--- config.mk ---
export PLATFORM = sky130hd
export DESIGN_NAME = isp_host
export DESIGN_NICKNAME = d
export VERILOG_FILES = /design/src/isp_pkg.sv /design/src/isp_sync.sv /design/src/isp_host.sv
export SDC_FILE = /design/constraint.sdc
export NUM_CORES = 1
export LEC_CHECK = 0
export ABC_AREA = 1
export BUFFER_PORTS_ARGS = -buffer_cell sky130_fd_sc_hd__buf_4
export CAP_MARGIN = 20
export CORE_MARGIN = 3
export CORE_UTILIZATION = 50
export DETAILED_ROUTE_END_ITERATION = 10
export PLACE_DENSITY_LB_ADDON = 0.05
export SLEW_MARGIN = 20
export SYNTH_ARGS = -nofsm -noshare
export SYNTH_HDL_FRONTEND = slang
export SYNTH_SLANG_ARGS = --single-unit
--- constraint.sdc ---
create_clock -name i_ref_clk -period 1.8 [get_ports i_ref_clk]
set_input_delay 0.36 -clock i_ref_clk [delete_from_list [all_inputs] [get_ports i_ref_clk]]
set_output_delay 0.36 -clock i_ref_clk [all_outputs]
set_load 0.1 [all_outputs]
--- src/isp_pkg.sv ---
// constants for the primary-side controller of the isolated serial link
// assumes a 200 MHz reference clock; all counts derive from it
package isp_pkg;

	// ----------------------------------------
	// clock and timing
	// ----------------------------------------
	localparam int CLK_PERIOD_NS  = 5;
	localparam int SCLK_HALF_NS   = 25;
	localparam int GLITCH_MIN_NS  = 10;
	localparam int SEL_SETUP_NS   = 10;
	localparam int TAIL_WAIT_NS   = 200;

	// least times round up to whole cycles
	localparam int SCLK_HALF_CYC  = (SCLK_HALF_NS + CLK_PERIOD_NS - 1) / CLK_PERIOD_NS;
	localparam int GLITCH_MIN_CYC = (GLITCH_MIN_NS + CLK_PERIOD_NS - 1) / CLK_PERIOD_NS;
	localparam int SEL_SETUP_CYC  = (SEL_SETUP_NS + CLK_PERIOD_NS - 1) / CLK_PERIOD_NS;
	localparam int TAIL_WAIT_CYC  = (TAIL_WAIT_NS + CLK_PERIOD_NS - 1) / CLK_PERIOD_NS;

	// ----------------------------------------
	// widths and reset values
	// ----------------------------------------
	localparam int CNT_W          = 16;
	localparam int SYNC_W         = 3;
	localparam logic RST_SEL_N    = 1'h1;
	localparam logic RST_LEVEL    = 1'h0;

	// ----------------------------------------
	// controller states
	// ----------------------------------------
	typedef enum logic [2:0] {
		ISP_IDLE  = 3'h0,
		ISP_SETUP = 3'h1,
		ISP_XFER  = 3'h2,
		ISP_TAIL  = 3'h3,
		ISP_HOLD  = 3'h4
	} isp_state_t;

endpackage

--- src/isp_sync.sv ---
// two-flop synchroniser for a group of asynchronous pins
// assumes each bit is an independent level; no bus coherence across bits
`timescale 1ns/100ps
module isp_sync #(
	parameter int WIDTH = 1
) (
	// clock and reset
	input  wire logic             i_ref_clk,
	input  wire logic             i_rst,
	// levels
	input  wire logic [WIDTH-1:0] i_async,
	output logic      [WIDTH-1:0] o_sync
);

	logic [WIDTH-1:0] meta_r;

	always_ff @(posedge i_ref_clk) begin
		if (i_rst) begin
			meta_r <= '0;
			o_sync <= '0;
		end else begin
			meta_r <= i_async;
			o_sync <= meta_r;
		end
	end

endmodule // isp_sync

--- src/isp_host.sv ---
// primary-side controller driving the isolated serial link pins
// assumes pins from the isolator are asynchronous; one isolator on this return line
`timescale 1ns/100ps

// What this block does
// - select is active low on the pin
// - one isolator only on this return input
// - no pin pulse shorter than 10 ns, except o_slow_in_a, which copies i_slow_a every cycle
// - filtered grade preferred in noisy systems
module isp_host #(
	parameter int DATA_W   = 8,
	parameter int HALF_CYC = isp_pkg::SCLK_HALF_CYC
) (
	// clock and reset
	input  wire logic              i_ref_clk,
	input  wire logic              i_rst,
	// user command side
	input  wire logic              i_start,
	input  wire logic [DATA_W-1:0] i_tx_data,
	input  wire logic              i_use_delayed_clock_out,
	input  wire logic              i_slow_a,
	output logic                   o_busy,
	output logic                   o_done,
	output logic      [DATA_W-1:0] o_rx_data,
	output logic                   o_slow_b,
	// isolator primary-side pins
	output logic                   o_link_clock,
	output logic                   o_primary_data_in,
	output logic                   o_primary_select_in_n,
	output logic                   o_slow_in_a,
	input  wire logic              i_primary_data_out,
	input  wire logic              i_delayed_clock_out,
	input  wire logic              i_slow_out_b
);

	localparam int BIT_W = $clog2(DATA_W + 1);
	localparam logic [isp_pkg::CNT_W-1:0] HALF_LAST  = isp_pkg::CNT_W'(HALF_CYC - 1);
	localparam logic [isp_pkg::CNT_W-1:0] SETUP_LAST = isp_pkg::CNT_W'(isp_pkg::SEL_SETUP_CYC - 1);
	localparam logic [isp_pkg::CNT_W-1:0] TAIL_LAST  = isp_pkg::CNT_W'(isp_pkg::TAIL_WAIT_CYC - 1);
	localparam logic [BIT_W-1:0]          BITS_ALL   = BIT_W'(DATA_W);
	localparam logic [BIT_W-1:0]          BITS_LAST  = BIT_W'(DATA_W - 1);

	// ----------------------------------------
	// pin synchronisation
	// ----------------------------------------
	logic [isp_pkg::SYNC_W-1:0] pins_sync;
	logic                       mi_s;
	logic                       delayed_clock_out_s;
	logic                       slowb_s;
	logic                       delayed_clock_out_prev_r;

	isp_sync #(
		.WIDTH (isp_pkg::SYNC_W)
	) u_sync (
		.i_ref_clk (i_ref_clk),
		.i_rst     (i_rst),
		.i_async   ({i_slow_out_b, i_delayed_clock_out, i_primary_data_out}),
		.o_sync    (pins_sync)
	);

	assign mi_s    = pins_sync[0];
	assign delayed_clock_out_s  = pins_sync[1];
	assign slowb_s = pins_sync[2];

	// ----------------------------------------
	// state and decode
	// ----------------------------------------
	isp_pkg::isp_state_t          state_r;
	logic [isp_pkg::CNT_W-1:0]    cnt_r;
	logic [BIT_W-1:0]             bits_r;
	logic [BIT_W-1:0]             rx_cnt_r;
	logic [DATA_W-1:0]            tx_sh_r;
	logic [DATA_W-1:0]            rx_sh_r;
	logic                         use_delayed_clock_out_r;

	wire half_tick  = (cnt_r == HALF_LAST);
	wire in_xfer    = (state_r == isp_pkg::ISP_XFER);
	wire fall_now   = in_xfer && half_tick && o_link_clock;
	wire delayed_clock_out_rise  = delayed_clock_out_s && !delayed_clock_out_prev_r;
	// own-clock mode samples at the falling edge: round trip must fit one whole period minus sync
	wire own_sample = !use_delayed_clock_out_r && fall_now;
	wire dly_sample = use_delayed_clock_out_r && delayed_clock_out_rise && (state_r != isp_pkg::ISP_IDLE);
	wire rx_full    = (rx_cnt_r == BITS_ALL);
	wire sample_evt = (own_sample || dly_sample) && !rx_full;
	wire last_bit   = (bits_r == BITS_LAST);
	wire tail_end   = rx_full || (cnt_r == TAIL_LAST);

	// ----------------------------------------
	// sequencer
	// ----------------------------------------
	always_ff @(posedge i_ref_clk) begin
		if (i_rst) begin
			state_r               <= isp_pkg::ISP_IDLE;
			cnt_r                 <= '0;
			bits_r                <= '0;
			tx_sh_r               <= '0;
			use_delayed_clock_out_r            <= isp_pkg::RST_LEVEL;
			o_link_clock          <= isp_pkg::RST_LEVEL;
			o_primary_data_in     <= isp_pkg::RST_LEVEL;
			o_primary_select_in_n <= isp_pkg::RST_SEL_N;
			o_busy                <= 1'h0;
			o_done                <= 1'h0;
			o_rx_data             <= '0;
		end else begin
			o_done <= 1'h0;
			case (state_r)
				isp_pkg::ISP_IDLE: begin
					o_link_clock <= 1'h0;
					if (i_start) begin
						tx_sh_r               <= i_tx_data;
						o_primary_data_in     <= i_tx_data[DATA_W-1];
						o_primary_select_in_n <= 1'h0;
						use_delayed_clock_out_r            <= i_use_delayed_clock_out;
						cnt_r                 <= '0;
						bits_r                <= '0;
						o_busy                <= 1'h1;
						state_r               <= isp_pkg::ISP_SETUP;
					end
				end
				isp_pkg::ISP_SETUP: begin
					// select settles before the first edge so the select filter passes it
					if (cnt_r == SETUP_LAST) begin
						cnt_r   <= '0;
						state_r <= isp_pkg::ISP_XFER;
					end else begin
						cnt_r <= cnt_r + 1'h1;
					end
				end
				isp_pkg::ISP_XFER: begin
					if (half_tick) begin
						cnt_r        <= '0;
						// half period of many cycles keeps every pulse wide
						o_link_clock <= !o_link_clock;
						if (o_link_clock) begin
							bits_r <= bits_r + 1'h1;
							if (last_bit) begin
								state_r <= isp_pkg::ISP_TAIL;
							end else begin
								tx_sh_r           <= {tx_sh_r[DATA_W-2:0], 1'h0};
								o_primary_data_in <= tx_sh_r[DATA_W-2];
							end
						end
					end else begin
						cnt_r <= cnt_r + 1'h1;
					end
				end
				isp_pkg::ISP_TAIL: begin
					// delayed clock edges still in flight; a dead device ends on timeout
					if (tail_end) begin
						o_primary_select_in_n <= 1'h1;
						cnt_r                 <= '0;
						state_r               <= isp_pkg::ISP_HOLD;
					end else begin
						cnt_r <= cnt_r + 1'h1;
					end
				end
				isp_pkg::ISP_HOLD: begin
					// deselect stays high long enough to pass the select filter
					if (cnt_r == SETUP_LAST) begin
						o_rx_data <= rx_sh_r;
						o_done    <= 1'h1;
						o_busy    <= 1'h0;
						state_r   <= isp_pkg::ISP_IDLE;
					end else begin
						cnt_r <= cnt_r + 1'h1;
					end
				end
				default: begin
					state_r <= isp_pkg::ISP_IDLE;
				end
			endcase
		end
	end

	// ----------------------------------------
	// return data capture
	// ----------------------------------------
	always_ff @(posedge i_ref_clk) begin
		if (i_rst) begin
			rx_sh_r     <= '0;
			rx_cnt_r    <= '0;
			delayed_clock_out_prev_r <= 1'h0;
		end else begin
			delayed_clock_out_prev_r <= delayed_clock_out_s;
			if (state_r == isp_pkg::ISP_IDLE && i_start) begin
				rx_cnt_r <= '0;
			end else if (sample_evt) begin
				rx_sh_r  <= {rx_sh_r[DATA_W-2:0], mi_s};
				rx_cnt_r <= rx_cnt_r + 1'h1;
			end
		end
	end

	// ----------------------------------------
	// slow channels
	// ----------------------------------------
	// levels only; the device samples them slowly, so short pulses may vanish
	always_ff @(posedge i_ref_clk) begin
		if (i_rst) begin
			o_slow_in_a <= isp_pkg::RST_LEVEL;
			o_slow_b    <= isp_pkg::RST_LEVEL;
		end else begin
			o_slow_in_a <= i_slow_a;
			o_slow_b    <= slowb_s;
		end
	end

endmodule // isp_host

==> results of run 1 <==
==> cell families (layout without fill, tap and decap cells) <==
| kind of cell | count (synthesis) | in the layout | synth area share [%] |
|---|---|---|---|
| buf+inv | 76 | 119 | 10.2 |
| flops | 65 | 65 | 39.5 |
| fa+ha+maj | 7 | 7 | 2.66 |
| compound gates | 53 | 53 | 9.16 |
| xor+xnor | 3 | 3 | 0.798 |
| simple gates | 277 | 277 | 37.7 |
==> layout make-up <==
type / count / area share [%]
clock buffers: 10 / 3.33
flip-flops and latches: 65 / 33.9
clock inverters: 6 / 2.41
multi-input cells: 340 / 43.6
repair buffers: 42 / 8.22
inverters: 61 / 6.03
well taps: 75 / 2.45
==> cell usage in the layout (no fill, tap or decap), types with 3 or more instances in the layout <==
cell	Yosys	routed
sky130_fd_sc_hd__nand2_2	5	5
sky130_fd_sc_hd__clkbuf_8	1	9
sky130_fd_sc_hd__nand2_1	126	126
sky130_fd_sc_hd__dfxtp_1	65	64
sky130_fd_sc_hd__nand3_2	5	5
sky130_fd_sc_hd__a21oi_1	28	28
sky130_fd_sc_hd__inv_1	53	53
sky130_fd_sc_hd__nand4_1	10	10
sky130_fd_sc_hd__ha_1	7	7
sky130_fd_sc_hd__nor3_1	3	3
sky130_fd_sc_hd__buf_4	1	42
sky130_fd_sc_hd__o21bai_1	4	4
sky130_fd_sc_hd__inv_2	7	7
sky130_fd_sc_hd__nand3_1	54	53
sky130_fd_sc_hd__nor2_1	63	61
sky130_fd_sc_hd__nor2_2	6	8
sky130_fd_sc_hd__o21ai_0	15	14
==> registers in the layout (all words and copies together) (netlist names) <==
register,cells
o_slow_b,1
bits_r,4
tx_sh_r,7
o_done,1
o_link_clock,1
use_delayed_clock_out_r,1
cnt_r,16
o_primary_select_in_n,1
u_sync.o_sync,3
u_sync.meta_r,3
rx_cnt_r,4
delayed_clock_out_prev_r,1
o_primary_data_in,1
o_busy,1
o_slow_in_a,1
state_r,3
o_rx_data,8
rx_sh_r,8
==> tightest hold or removal path, delay by kind of cell <==
| kind | cells | cell delay, ns |
|---|---|---|
| AND/OR/NAND/NOR | 1 | 0.06 |
| buffers and inverters | 2 | 0.11 |
==> stage by stage <==
step                total power (uW)    TNS, ns  cell area [sq um]  setup WS [ns]
floorplan                       2820          0               3290          0.114
global placement                3080          0               3600          0.187
detailed placement              3100          0               3600          0.145
CTS                             4480          0               3820          0.107
global route                    4750  -0.000566               3840      -0.000566
finish                          4470          0               3840          0.155
==> synthesized netlist by cell type <==
cell,count
sky130_fd_sc_hd__a21oi_2,2
sky130_fd_sc_hd__nor2_1,63
sky130_fd_sc_hd__o21bai_1,4
sky130_fd_sc_hd__clkbuf_8,1
sky130_fd_sc_hd__xor2_1,2
sky130_fd_sc_hd__buf_1,1
sky130_fd_sc_hd__buf_4,1
sky130_fd_sc_hd__nand2_2,5
sky130_fd_sc_hd__nor2_8,1
sky130_fd_sc_hd__inv_1,53
sky130_fd_sc_hd__nand3_1,54
sky130_fd_sc_hd__o211a_1,1
sky130_fd_sc_hd__nand2_4,2
sky130_fd_sc_hd__nand4_1,10
sky130_fd_sc_hd__buf_2,3
sky130_fd_sc_hd__ha_1,7
sky130_fd_sc_hd__a21oi_1,28
sky130_fd_sc_hd__o21ai_1,1
sky130_fd_sc_hd__inv_4,1
sky130_fd_sc_hd__o21ai_0,15
sky130_fd_sc_hd__o211ai_1,1
sky130_fd_sc_hd__nor3_1,3
sky130_fd_sc_hd__nor2_2,6
sky130_fd_sc_hd__inv_2,7
sky130_fd_sc_hd__dfxtp_1,65
sky130_fd_sc_hd__nand3_2,5
sky130_fd_sc_hd__clkbuf_1,5
sky130_fd_sc_hd__xnor2_1,1
sky130_fd_sc_hd__buf_6,4
sky130_fd_sc_hd__nor2_4,2
sky130_fd_sc_hd__o21ai_4,1
sky130_fd_sc_hd__nand2_1,126
==> metal layers <==
layer  track usage [%]  wire [microns]
met1              25.8            3410
met2              33.3            3280
met3              4.73             277
met4              7.81             151
met5                 0               0
==> power breakdown <==
part | internal, uW | switching (uW)
sequential | 1580 | 86.2
combinational | 435 | 1000
clock | 784 | 587
==> path summary, 6_finish.rpt <==
| check | slack (ns) | end |
|---|---|---|
| setup / recovery | 0.15 | rx_sh_r[3] |
| hold / removal | 0.21 | o_slow_in_a |
| setup reg to reg | 0.15 | rx_sh_r[3] |
| hold reg to reg | 0.40 | o_slow_b |
==> repair_timing <==
item / 4_1_cts / 5_1_grt
setup buffers: 0 / 0
resized for setup: 0 / 5
setup endpoints to repair: 0 / 25
==> results.md, run 1 <==
- Run status: completed
- Family with the most delay on the worst path: simple AND/OR/NAND/NOR gates
- Wire length of the first global-routing pass: 12400 microns
- Clock latency on the worst-skew pair: 0.34 ns
- Netlist Area Pre-Place: 3290 sq um
- DRC Markers: 0
- Fill count: 579
- Top-area cell type share of the netlist area: 39.5%
- Depth of the most critical reg-to-reg path: 9
- Final hold vios: 0
- Clock slew seen by the registers of the worst setup and hold paths: 0.08 ns
- Class of the most critical hold timing path: input pin to register
- Share of the cycle needed by the critical path after routing: approximately nine tenths
- Final standard cell utilization of the core: 62.6%
- Crit-path most repeated cell: sky130_fd_sc_hd__nand3_1
- Floorplan row count: 28
- Library cell contributing the largest single delay on the critical path: sky130_fd_sc_hd__dfxtp_1
- Arrival time worst endpoint: 1.92 ns
- Non-filler instance count after layout: 599
- CTS root buffer: sky130_fd_sc_hd__clkbuf_8
- GRT Util Overall: between 20% and 30%
- Max-slew headroom at the worst pin: 72.7%
- Die area: 7600 sq um
- Post-detailed-route count of antenna-violating nets: 0
- Least-Margin Pin Slew: 0.406 ns
- Origin of the critical flop-to-flop path: cnt_r[0]
- IO buf count: 30
- Fin. max-slew vios: 0
- Routed len/inst: between 10 and 15 microns
- Nets in the synthesized netlist: 504
- TritonCTS Buffers: 9
- Area contributors post-synth: sky130_fd_sc_hd__dfxtp_1 40%, sky130_fd_sc_hd__nand2_1 14%, sky130_fd_sc_hd__nand3_1 8.2%, sky130_fd_sc_hd__nor2_1 7.2%, sky130_fd_sc_hd__inv_1 6.0%
- Number of cells produced by synthesis: 481
- Clock H-tree levels: 3
- P_leak: approximately 0.0017 uW
- Iteration-0 DRC count of the detailed router: 148
- Period minus WS final: 1.65 ns
- Core area: approximately 6000 sq um
- Critical path endpoint category: register
- Clock sink count: 65
- Kind of start point of the critical path: register
- Antenna violations before repair: 0
- Multi-input combinational cell area: 1670 sq um
- Final worst hold slack: 0.213 ns
- CP max FO: 7
- IR Drop Worst-Case VDD: 908 uV
- Maximum frequency from static timing analysis: about 610 MHz
- Cells along the critical path: inv_1 -> ha_1 -> nand3_1 -> nor2_2 -> nand3_2 -> o21ai_4 -> buf_4 -> nand3_1 -> a21oi_1
- Number of library cell types mapped by synthesis: 32
- Die span in y: 87.2 microns
- Storage element area: 1300 sq um
- Sum of buffers and inverters on the critical path: 2
- Proportion of synthesized chip area in sequential cells: 39.5%
- Required time of the critical path: 2.07 ns
- Count of final setup violators: 0
- CTS tree: done
- Vias in the first global route: 2858
- Die boundary width: 87.2 microns
- Area added between synthesis and finish: 16.5%
- Number of nets in the layout: 542
- Number of hold-repair buffers added at the cts stage: 0
- Max stage delay on crit path: 0.35 ns
- Worst hold stages: 3
- Clock Path Buffers: 2
- ANT cells: 0
- Cell count along the critical path: 9
- Final GP Congestion: between 0.8 and 0.9
- Worst Hold Launch: i_slow_a
- GR Overflow Total: 0
- Max Cap Viol: 0
- Kind of critical path: register to register
- Average instance area after synthesis: 6.85 sq um
- Vias/cell: 5.08
- Register bit count reported by yosys: 65
- HPWL after DPL: 5050 microns
- Power density over cell area: 1170 nW/um^2
- Number of placed instances, taps included: 583
- Final wirelength: 7110 microns
- Maximum number of pins on one net before global-route repair: 20
- Count of warnings emitted by yosys: 0
- Top cell type by total area after synthesis: sky130_fd_sc_hd__dfxtp_1
- Fraction of layout cells with a size suffix above 1: between 15 and 20%
- Effective utilization at floorplan: roughly 54%
- Post-route clock skew: 0.00803 ns
- IO Pins: 31
- Iteration count of the initial detailed-routing pass: 5
- Worst setup path startpoint: cnt_r[0]
- Overall via count from detail_route: 3041
No activity file was read; power rests on OpenSTA's default activity.
==> inputs of run 2 (changes only) <==
--- a/config.mk
+++ b/config.mk
@@ -9,7 +9,7 @@
 export BUFFER_PORTS_ARGS = -buffer_cell sky130_fd_sc_hd__buf_4
 export CAP_MARGIN = 20
 export CORE_MARGIN = 3
-export CORE_UTILIZATION = 50
+export CORE_UTILIZATION = 45
 export DETAILED_ROUTE_END_ITERATION = 10
 export PLACE_DENSITY_LB_ADDON = 0.05
 export SLEW_MARGIN = 20
==> constraint.sdc (replaced) <==
create_clock -name i_ref_clk -period 2.1 [get_ports i_ref_clk]
set_input_delay 0.42 -clock i_ref_clk [delete_from_list [all_inputs] [get_ports i_ref_clk]]
set_output_delay 0.42 -clock i_ref_clk [all_outputs]
set_load 0.1 [all_outputs]
==> run 2 against run 1 <==
  * Total power fell by 15%
  * Worst setup slack gained 0.21 ns
  * Combinational power down 20%
  * Critical path depth stayed put
  * Hold slack better by 0.072 ns
==> results.md, run 2 (synthesized netlist as in run 1, its figures left out) <==
- Run status: completed (unchanged)
- Depth of the most critical reg-to-reg path: 9 (unchanged)
- Global-route track usage on met2: 27.0% (was 33.3%)
- CP max FO: 10 (was 7)
- Maximum number of pins on one net before global-route repair: 30 (was 20)
- Cells along the critical path: inv_1 -> ha_1 -> nand3_1 -> nor2_2 -> nand2_1 -> a21oi_2 -> nand3_2 -> nor2_4 -> nor2_1 (was inv_1 -> ha_1 -> nand3_1 -> nor2_2 -> nand3_2 -> o21ai_4 -> buf_4 -> nand3_1 -> a21oi_1)
- Setup TNS: 0 ns (unchanged)
- Power density over cell area: 994 nW/um^2 (was 1170 nW/um^2)
- Commonest non-fill, non-tap cell in the layout: sky130_fd_sc_hd__nand2_1 (unchanged)
- Arrival time worst endpoint: 1.94 ns (was 1.92 ns)
- GRT Util Overall: 17.4% (was 20.3%)
- Vias/cell: 4.85 (was 5.08)
- TritonCTS Buffers: 9 (unchanged)
- Clock sink count: 65 (unchanged)
- Worst min-delay path endpoint: u_sync.meta_r[2] (was o_slow_in_a)
- Least-Margin Pin Slew: 0.336 ns (was 0.406 ns)
- Global routing met1 resource utilization: 23.6% (was 25.8%)
- P_leak: 0.00168 uW (was 0.00171 uW)
- GR Layer Usage met3: 2.98% (was 4.73%)
- Overall power of the completed layout: 3780 uW (was 4470 uW)
- Die area: 8380 sq um (was 7600 sq um)
- Net Sw Frac: 37.1% (was 37.5%)
- Sum of buffers and inverters on the critical path: 1 (was 2)
- Final standard cell utilization of the core: 54.8% (was 62.6%)
- Period minus WS final: 1.73 ns (was 1.65 ns)
- Die boundary width: 91.5 microns (was 87.2 microns)
- GR Overflow Total: 0 (unchanged)
- Fill count: 725 (was 579)
- IO buf count: 30 (unchanged)
- Final hold vios: 0 (unchanged)
- Registers with the most flip-flops: cnt_r: 16 flops, o_rx_data: 8 flops, rx_sh_r: 8 flops (unchanged)
- Critical path endpoint category: register (unchanged)
- Fraction of layout cells with a size suffix above 1: 16.2% (was 17.7%)
- Core area: 6940 sq um (was 6130 sq um)
- Vias in the first global route: 2712 (was 2858)
- Unrepaired setup endpoints after global routing: false
- Post-CTS sizing: 0 (unchanged)
- Origin of the critical flop-to-flop path: cnt_r[0] (unchanged)
- Final critical-path setup slack: 0.368 ns (was 0.155 ns)
- Floorplan row count: 30 (was 28)
- Overall via count from detail_route: 2975 (was 3041)
- Storage element area: 1300 sq um (about the same)
- CTS tree: done (unchanged)
- Number of hold-repair buffers added at the cts stage: 0 (unchanged)
- Post-detailed-route count of antenna-violating nets: 0 (unchanged)
- Worst hold stages: 3 (unchanged)
- Clock latency on the worst-skew pair: 0.33 ns (was 0.34 ns)
- Final wirelength: 6870 microns (was 7110 microns)
- Worst r2r dst: cnt_r[15] (was rx_sh_r[3])
- Clock Path Buffers: 2 (unchanged)
- IO Pins: 31 (unchanged)
- Cell internal pwr: 2380 uW (was 2800 uW)
- Setup repair bufs after CTS: 0 (unchanged)
- Wire length of the first global-routing pass: 12100 microns (was 12400 microns)
- GRT busiest layer: met2 (unchanged)
- Kind of critical path: register to register (unchanged)
- Maximum frequency from static timing analysis: 577 MHz (was 608 MHz)
- Area added between synthesis and finish: 15.6% (was 16.5%)
- IR Drop Worst-Case VDD: 645 uV (was 908 uV)
- Library cell contributing the largest single delay on the critical path: sky130_fd_sc_hd__dfxtp_1 (unchanged)
- Class of the most critical hold timing path: input pin to register (unchanged)
- HPWL after DPL: 4970 microns (was 5050 microns)
- Count of final setup violators: 0 (unchanged)
- Routed len/inst: 11.2 microns (was 11.9 microns)
- Register with the highest flop count: cnt_r (unchanged)
- Share of the cycle needed by the critical path after routing: 82.5% (was 91.4%)
- Largest register FFs: 16 (unchanged)
- Clock share of power: 32.0% (was 30.7%)
- Iteration count of the initial detailed-routing pass: 4 (was 5)
- Die span in y: 91.5 microns (was 87.2 microns)
- Part of the total power dissipated in sequential elements: 37.7% (was 37.2%)
- Required time of the critical path: 2.31 ns (was 2.07 ns)
- Switching power summed over all nets: 1400 uW (was 1680 uW)
- Multi-input combinational cell area: 1660 sq um (was 1670 sq um)
- Max-slew headroom at the worst pin: 77.5% (was 72.7%)
- Worst Hold Launch: i_slow_out_b (was i_slow_a)
- Max Cap Viol: 0 (unchanged)
- Pre-CTS setup slack: 0.357 ns (was 0.145 ns)
- Kind of start point of the critical path: register (unchanged)
- Commonest cells after routing, fill and taps aside: 126 x sky130_fd_sc_hd__nand2_1, 65 x sky130_fd_sc_hd__dfxtp_1, 63 x sky130_fd_sc_hd__nor2_1, 54 x sky130_fd_sc_hd__nand3_1, 53 x sky130_fd_sc_hd__inv_1 (was 126 x sky130_fd_sc_hd__nand2_1, 64 x sky130_fd_sc_hd__dfxtp_1, 61 x sky130_fd_sc_hd__nor2_1, 53 x sky130_fd_sc_hd__inv_1, 53 x sky130_fd_sc_hd__nand3_1)
- Clock slew seen by the registers of the worst setup and hold paths: 0.07 ns (was 0.08 ns)
- DRC Markers: 0 (unchanged)
- Fin. max-slew vios: 0 (unchanged)
- Post-route clock skew: 0.00947 ns (was 0.00803 ns)
- ANT cells: 0 (unchanged)
- Family with the most delay on the worst path: simple AND/OR/NAND/NOR gates (unchanged)
- CTS root buffer: sky130_fd_sc_hd__clkbuf_8 (unchanged)
- Final GP Congestion: 0.824 (was 0.855)
- Slack of the worst reg-to-reg path: 0.37 ns (was 0.15 ns)
- Antenna violations before repair: 0 (unchanged)
- Combinational cell fraction of total power: 30.3% (was 32.1%)
- Effective utilization at floorplan: 47.4% (was 53.7%)
- Iteration-0 DRC count of the detailed router: 130 (was 148)
- Max stage delay on crit path: 0.36 ns (was 0.35 ns)
- Number of nets in the layout: 536 (was 542)
- Clock H-tree levels: 3 (unchanged)
==> run 2: how the worst max path moves through the flow <==
stage,startpoint,end,cells past startpoint,slack [ns]
after CTS,cnt_r[0],cnt_r[15],9,0.34
after global placement,state_r[0],rx_sh_r[4],8,0.42
final,cnt_r[0],cnt_r[15],9,0.37
after detailed placement,cnt_r[0],cnt_r[2],9,0.36
after global routing,cnt_r[0],rx_sh_r[3],9,0.21
after floorplan,o_link_clock,o_primary_data_in,6,0.04
==> run 2: worst min-delay path, delay by kind of cell <==
kind	cells	cell delay, ns
buffers and inverters	2	0.11
and+or+nand+nor	1	0.06
==> run 2: per-layer routing <==
metal	routed length [microns]	vias up
met5	0	-
met4	101	0
met3	241	13
met2	3150	53
met1	3380	1321
li1	-	1588
==> run 2: stage by stage <==
step | area, sq um | std cells | hold WS (ns)
after floorplan | 3290 | 481 | 0.388
after global placement | 3580 | 598 | 0.389
after detailed placement | 3580 | 598 | 0.396
after CTS | 3810 | 614 | 0.265
after global routing | 3810 | 614 | 0.295
final | 3810 | 614 | 0.285
==> run 2: layout make-up <==
class                   instances  share of cell area, %
multi-input cells             340                   43.5
flip-flops and latches         65                   34.2
repair buffers                 36                   7.10
inverters                      61                   6.08
clock buffers                  10                   3.61
well taps                      96                   3.15
clock inverters                 6                   2.37
==> run 2: power groups by stage <==
stage               logic, uW  clock network (uW)  registers [uW]
finish                   1150                1210            1430
global route             1280                1290            1450
CTS                      1160                1240            1430
detailed placement       1160                   0            1460
global placement         1130                   0            1450
floorplan                 860                   0            1560
==> inputs of run 3 (changes only) <==
==> constraint.sdc (replaced) <==
create_clock -name i_ref_clk -period 1.8 [get_ports i_ref_clk]
set_input_delay 0.36 -clock i_ref_clk [delete_from_list [all_inputs] [get_ports i_ref_clk]]
set_output_delay 0.36 -clock i_ref_clk [all_outputs]
set_load 0.1 [all_outputs]
==> run 3 against run 2 <==
  * Combinational power grew 30%
  * Sequential power is 17% higher
  * Cell area increased by 2.8%
  * Clock skew rose by 0.0013 ns
  * Highest routed layer unchanged
  * Die area did not move
  * Wire length grew 4.2%
  * Largest cell class unchanged
  * Largest power group unchanged
  * Maximum frequency grew 3.2%
==> results.md, run 3 (synthesized netlist as in run 1, its figures left out) <==
- Post-route clock skew: 0.0108 ns (was 0.00947 ns)
- Final hold vios: 0 (unchanged)
- Least-Margin Pin Slew: 0.318 ns (was 0.336 ns)
- Number of hold-repair buffers added at the cts stage: 0 (unchanged)
- Max stage delay on crit path: 0.35 ns (was 0.36 ns)
- Registers with the most flip-flops: cnt_r: 16 flops, o_rx_data: 8 flops, rx_sh_r: 8 flops (unchanged)
- Cell internal pwr: 2870 uW (was 2380 uW)
- Sum of buffers and inverters on the critical path: 2 (was 1)
- Final GP Congestion: 0.814 (was 0.824)
- Run status: completed (unchanged)
- Required time of the critical path: 2.08 ns (was 2.31 ns)
- Share of the cycle needed by the critical path after routing: 93.2% (was 82.5%)
- Clock share of power: 30.6% (was 32.0%)
- Setup TNS: 0 ns (unchanged)
- Max-slew headroom at the worst pin: 78.6% (was 77.5%)
- Arrival time worst endpoint: 1.95 ns (was 1.94 ns)
- Multi-input combinational cell area: 1690 sq um (was 1660 sq um)
- Final wirelength: 7160 microns (was 6870 microns)
- Critical path endpoint category: register (unchanged)
- Vias in the first global route: 2739 (was 2712)
- CTS tree: done (unchanged)
- Non-filler instance count after layout: 623 (was 614)
- Switching power summed over all nets: 1710 uW (was 1400 uW)
- Cell count along the critical path: 9 (unchanged)
- Die boundary width: 91.5 microns (unchanged)
- Commonest cells after routing, fill and taps aside: 126 x sky130_fd_sc_hd__nand2_1, 62 x sky130_fd_sc_hd__nor2_1, 62 x sky130_fd_sc_hd__dfxtp_1, 53 x sky130_fd_sc_hd__inv_1, 53 x sky130_fd_sc_hd__nand3_1 (was 126 x sky130_fd_sc_hd__nand2_1, 65 x sky130_fd_sc_hd__dfxtp_1, 63 x sky130_fd_sc_hd__nor2_1, 54 x sky130_fd_sc_hd__nand3_1, 53 x sky130_fd_sc_hd__inv_1)
- Die span in y: 91.5 microns (unchanged)
- Overall via count from detail_route: 3045 (was 2975)
- Clock latency on the worst-skew pair: 0.34 ns (was 0.33 ns)
- Power density over cell area: 1170 nW/um^2 (was 994 nW/um^2)
- Worst Hold Launch: i_slow_out_b (unchanged)
- Register with the highest flop count: cnt_r (unchanged)
- Clock Path Buffers: 2 (unchanged)
- Number of nets in the layout: 545 (was 536)
- CTS root buffer: sky130_fd_sc_hd__clkbuf_8 (unchanged)
- TritonCTS Buffers: 9 (unchanged)
- Maximum number of pins on one net before global-route repair: 20 (was 30)
- Post-detailed-route count of antenna-violating nets: 0 (unchanged)
- Vias/cell: 4.89 (was 4.85)
- IO buf count: 30 (unchanged)
- Period minus WS final: 1.68 ns (was 1.73 ns)
- Core area: 6940 sq um (unchanged)
- Maximum frequency from static timing analysis: 596 MHz (was 577 MHz)
- HPWL after DPL: 5140 microns (was 4970 microns)
- Largest register FFs: 16 (unchanged)
- Cells along the critical path: inv_1 -> ha_1 -> nand3_1 -> nor2_2 -> nand3_2 -> o21ai_4 -> buf_6 -> nand3_1 -> a21oi_1 (was inv_1 -> ha_1 -> nand3_1 -> nor2_2 -> nand2_1 -> a21oi_2 -> nand3_2 -> nor2_4 -> nor2_1)
- Final worst hold slack: 0.217 ns (was 0.285 ns)
- Commonest non-fill, non-tap cell in the layout: sky130_fd_sc_hd__nand2_1 (unchanged)
- Worst r2r dst: rx_sh_r[7] (was cnt_r[15])
- Iteration-0 DRC count of the detailed router: 104 (was 130)
- Crit-path most repeated cell: sky130_fd_sc_hd__nand3_1
- Clock sink count: 65 (unchanged)
- Iteration count of the initial detailed-routing pass: 5 (was 4)
- IO Pins: 31 (unchanged)
- P_leak: 0.00174 uW (was 0.00168 uW)
- Die area: 8380 sq um (unchanged)
- Kind of critical path: register to register (unchanged)
- Clock slew seen by the registers of the worst setup and hold paths: 0.07 ns (about the same)
- Combinational cell fraction of total power: 32.9% (was 30.3%)
- Floorplan row count: 30 (unchanged)
- ANT cells: 0 (unchanged)
- Area added between synthesis and finish: 18.8% (was 15.6%)
- Number of placed instances, taps included: 604 (was 598)
- Overall power of the completed layout: 4570 uW (was 3780 uW)
- Clock H-tree levels: 3 (unchanged)
- Endpoint of the most critical setup path: rx_sh_r[7] (was cnt_r[15])
- Wire length of the first global-routing pass: 12300 microns (was 12100 microns)
- Routed len/inst: 11.5 microns (was 11.2 microns)
- Origin of the critical flop-to-flop path: cnt_r[0] (unchanged)
- IR Drop Worst-Case VDD: 704 uV (was 645 uV)
- Part of the total power dissipated in sequential elements: 36.5% (was 37.7%)
- Storage element area: 1310 sq um (was 1300 sq um)
- Max Cap Viol: 0 (unchanged)
- Kind of start point of the critical path: register (unchanged)
- Fraction of layout cells with a size suffix above 1: 18.8% (was 16.2%)
- Fill count: 675 (was 725)
- Count of final setup violators: 0 (unchanged)
- Antenna violations before repair: 0 (unchanged)
- Class of the most critical hold timing path: input pin to register (unchanged)
- Family with the most delay on the worst path: simple AND/OR/NAND/NOR gates (unchanged)
- CP max FO: 8 (was 10)
- Net Sw Frac: 37.3% (was 37.1%)
- Effective utilization at floorplan: 47.4% (unchanged)
- Depth of the most critical reg-to-reg path: 9 (unchanged)
- GRT Util Overall: 17.9% (was 17.4%)
- Fin. max-slew vios: 0 (unchanged)
- GR Overflow Total: 0 (unchanged)
- DRC Markers: 0 (unchanged)
- Slack of the worst reg-to-reg path: 0.12 ns (was 0.37 ns)
- Library cell contributing the largest single delay on the critical path: sky130_fd_sc_hd__dfxtp_2 (was sky130_fd_sc_hd__dfxtp_1)
- Worst setup path startpoint: cnt_r[0] (unchanged)
-- run 3: timing repair --
| item | 4_1_cts | 5_1_grt |
|---|---|---|
| gates resized for setup | 0 | 11 |
| hold endpoints to repair | 0 | 0 |
| buffers inserted | 0 | 2 |
| endpoints found under the setup margin | 0 | 30 |
-- run 3: through the flow --
stage / util, % / setup slack, ns / area (sq um)
2_1_floorplan: - / 0.114 / 3290
3_3_place_gp: 52.2 / 0.146 / 3630
3_5_place_dp: 52.2 / 0.0807 / 3630
4_1_cts: 55.5 / 0.0816 / 3850
5_1_grt: 56.4 / -0.0166 / 3910
6_report: 56.4 / 0.122 / 3910
-- run 3: area by class of cell --
class,count,area share [%]
multi-input combinational,341,43.2
sequential,65,33.3
timing repair buffer,44,8.54
inverter,61,5.98
clock buffer,10,3.52
tap,96,3.07
clock inverter,6,2.33
-- run 3: tightest hold or removal path: stages --
cell                     delay (ns)
sky130_fd_sc_hd__buf_4         0.08
sky130_fd_sc_hd__inv_1         0.03
sky130_fd_sc_hd__nor2_1        0.06
-- run 3: power by group through the flow --
stage	registers (uW)	logic, uW	clock network [uW]
after floorplan	1820	1000	0
after global placement	1700	1380	0
after detailed placement	1700	1390	0
after CTS	1670	1400	1440
after global routing	1690	1680	1500
final	1670	1500	1400
-- run 3: per-layer routing --
layer | routed length, microns | global-route usage [%] | up-vias | share of wire [%]
met4 | 141 | 8.42 | 0 | 2.0
met1 | 3470 | 23.3 | 1350 | 49
li1 | - | - | 1611 | -
met5 | 0 | 0 | - | 0
met3 | 313 | 3.73 | 14 | 4.4
met2 | 3230 | 28.3 | 70 | 45
-- run 3: how the worst min path moves through the flow --
stage | endpoint | slack, ns | cells after the start
2_1_floorplan | o_slow_b | 0.39 | 2
3_3_place_gp | o_slow_b | 0.39 | 2
3_5_place_dp | o_slow_b | 0.39 | 2
4_1_cts | u_sync.meta_r[1] | 0.20 | 3
5_1_grt | u_sync.meta_r[1] | 0.23 | 3
6_report | u_sync.meta_r[2] | 0.22 | 3
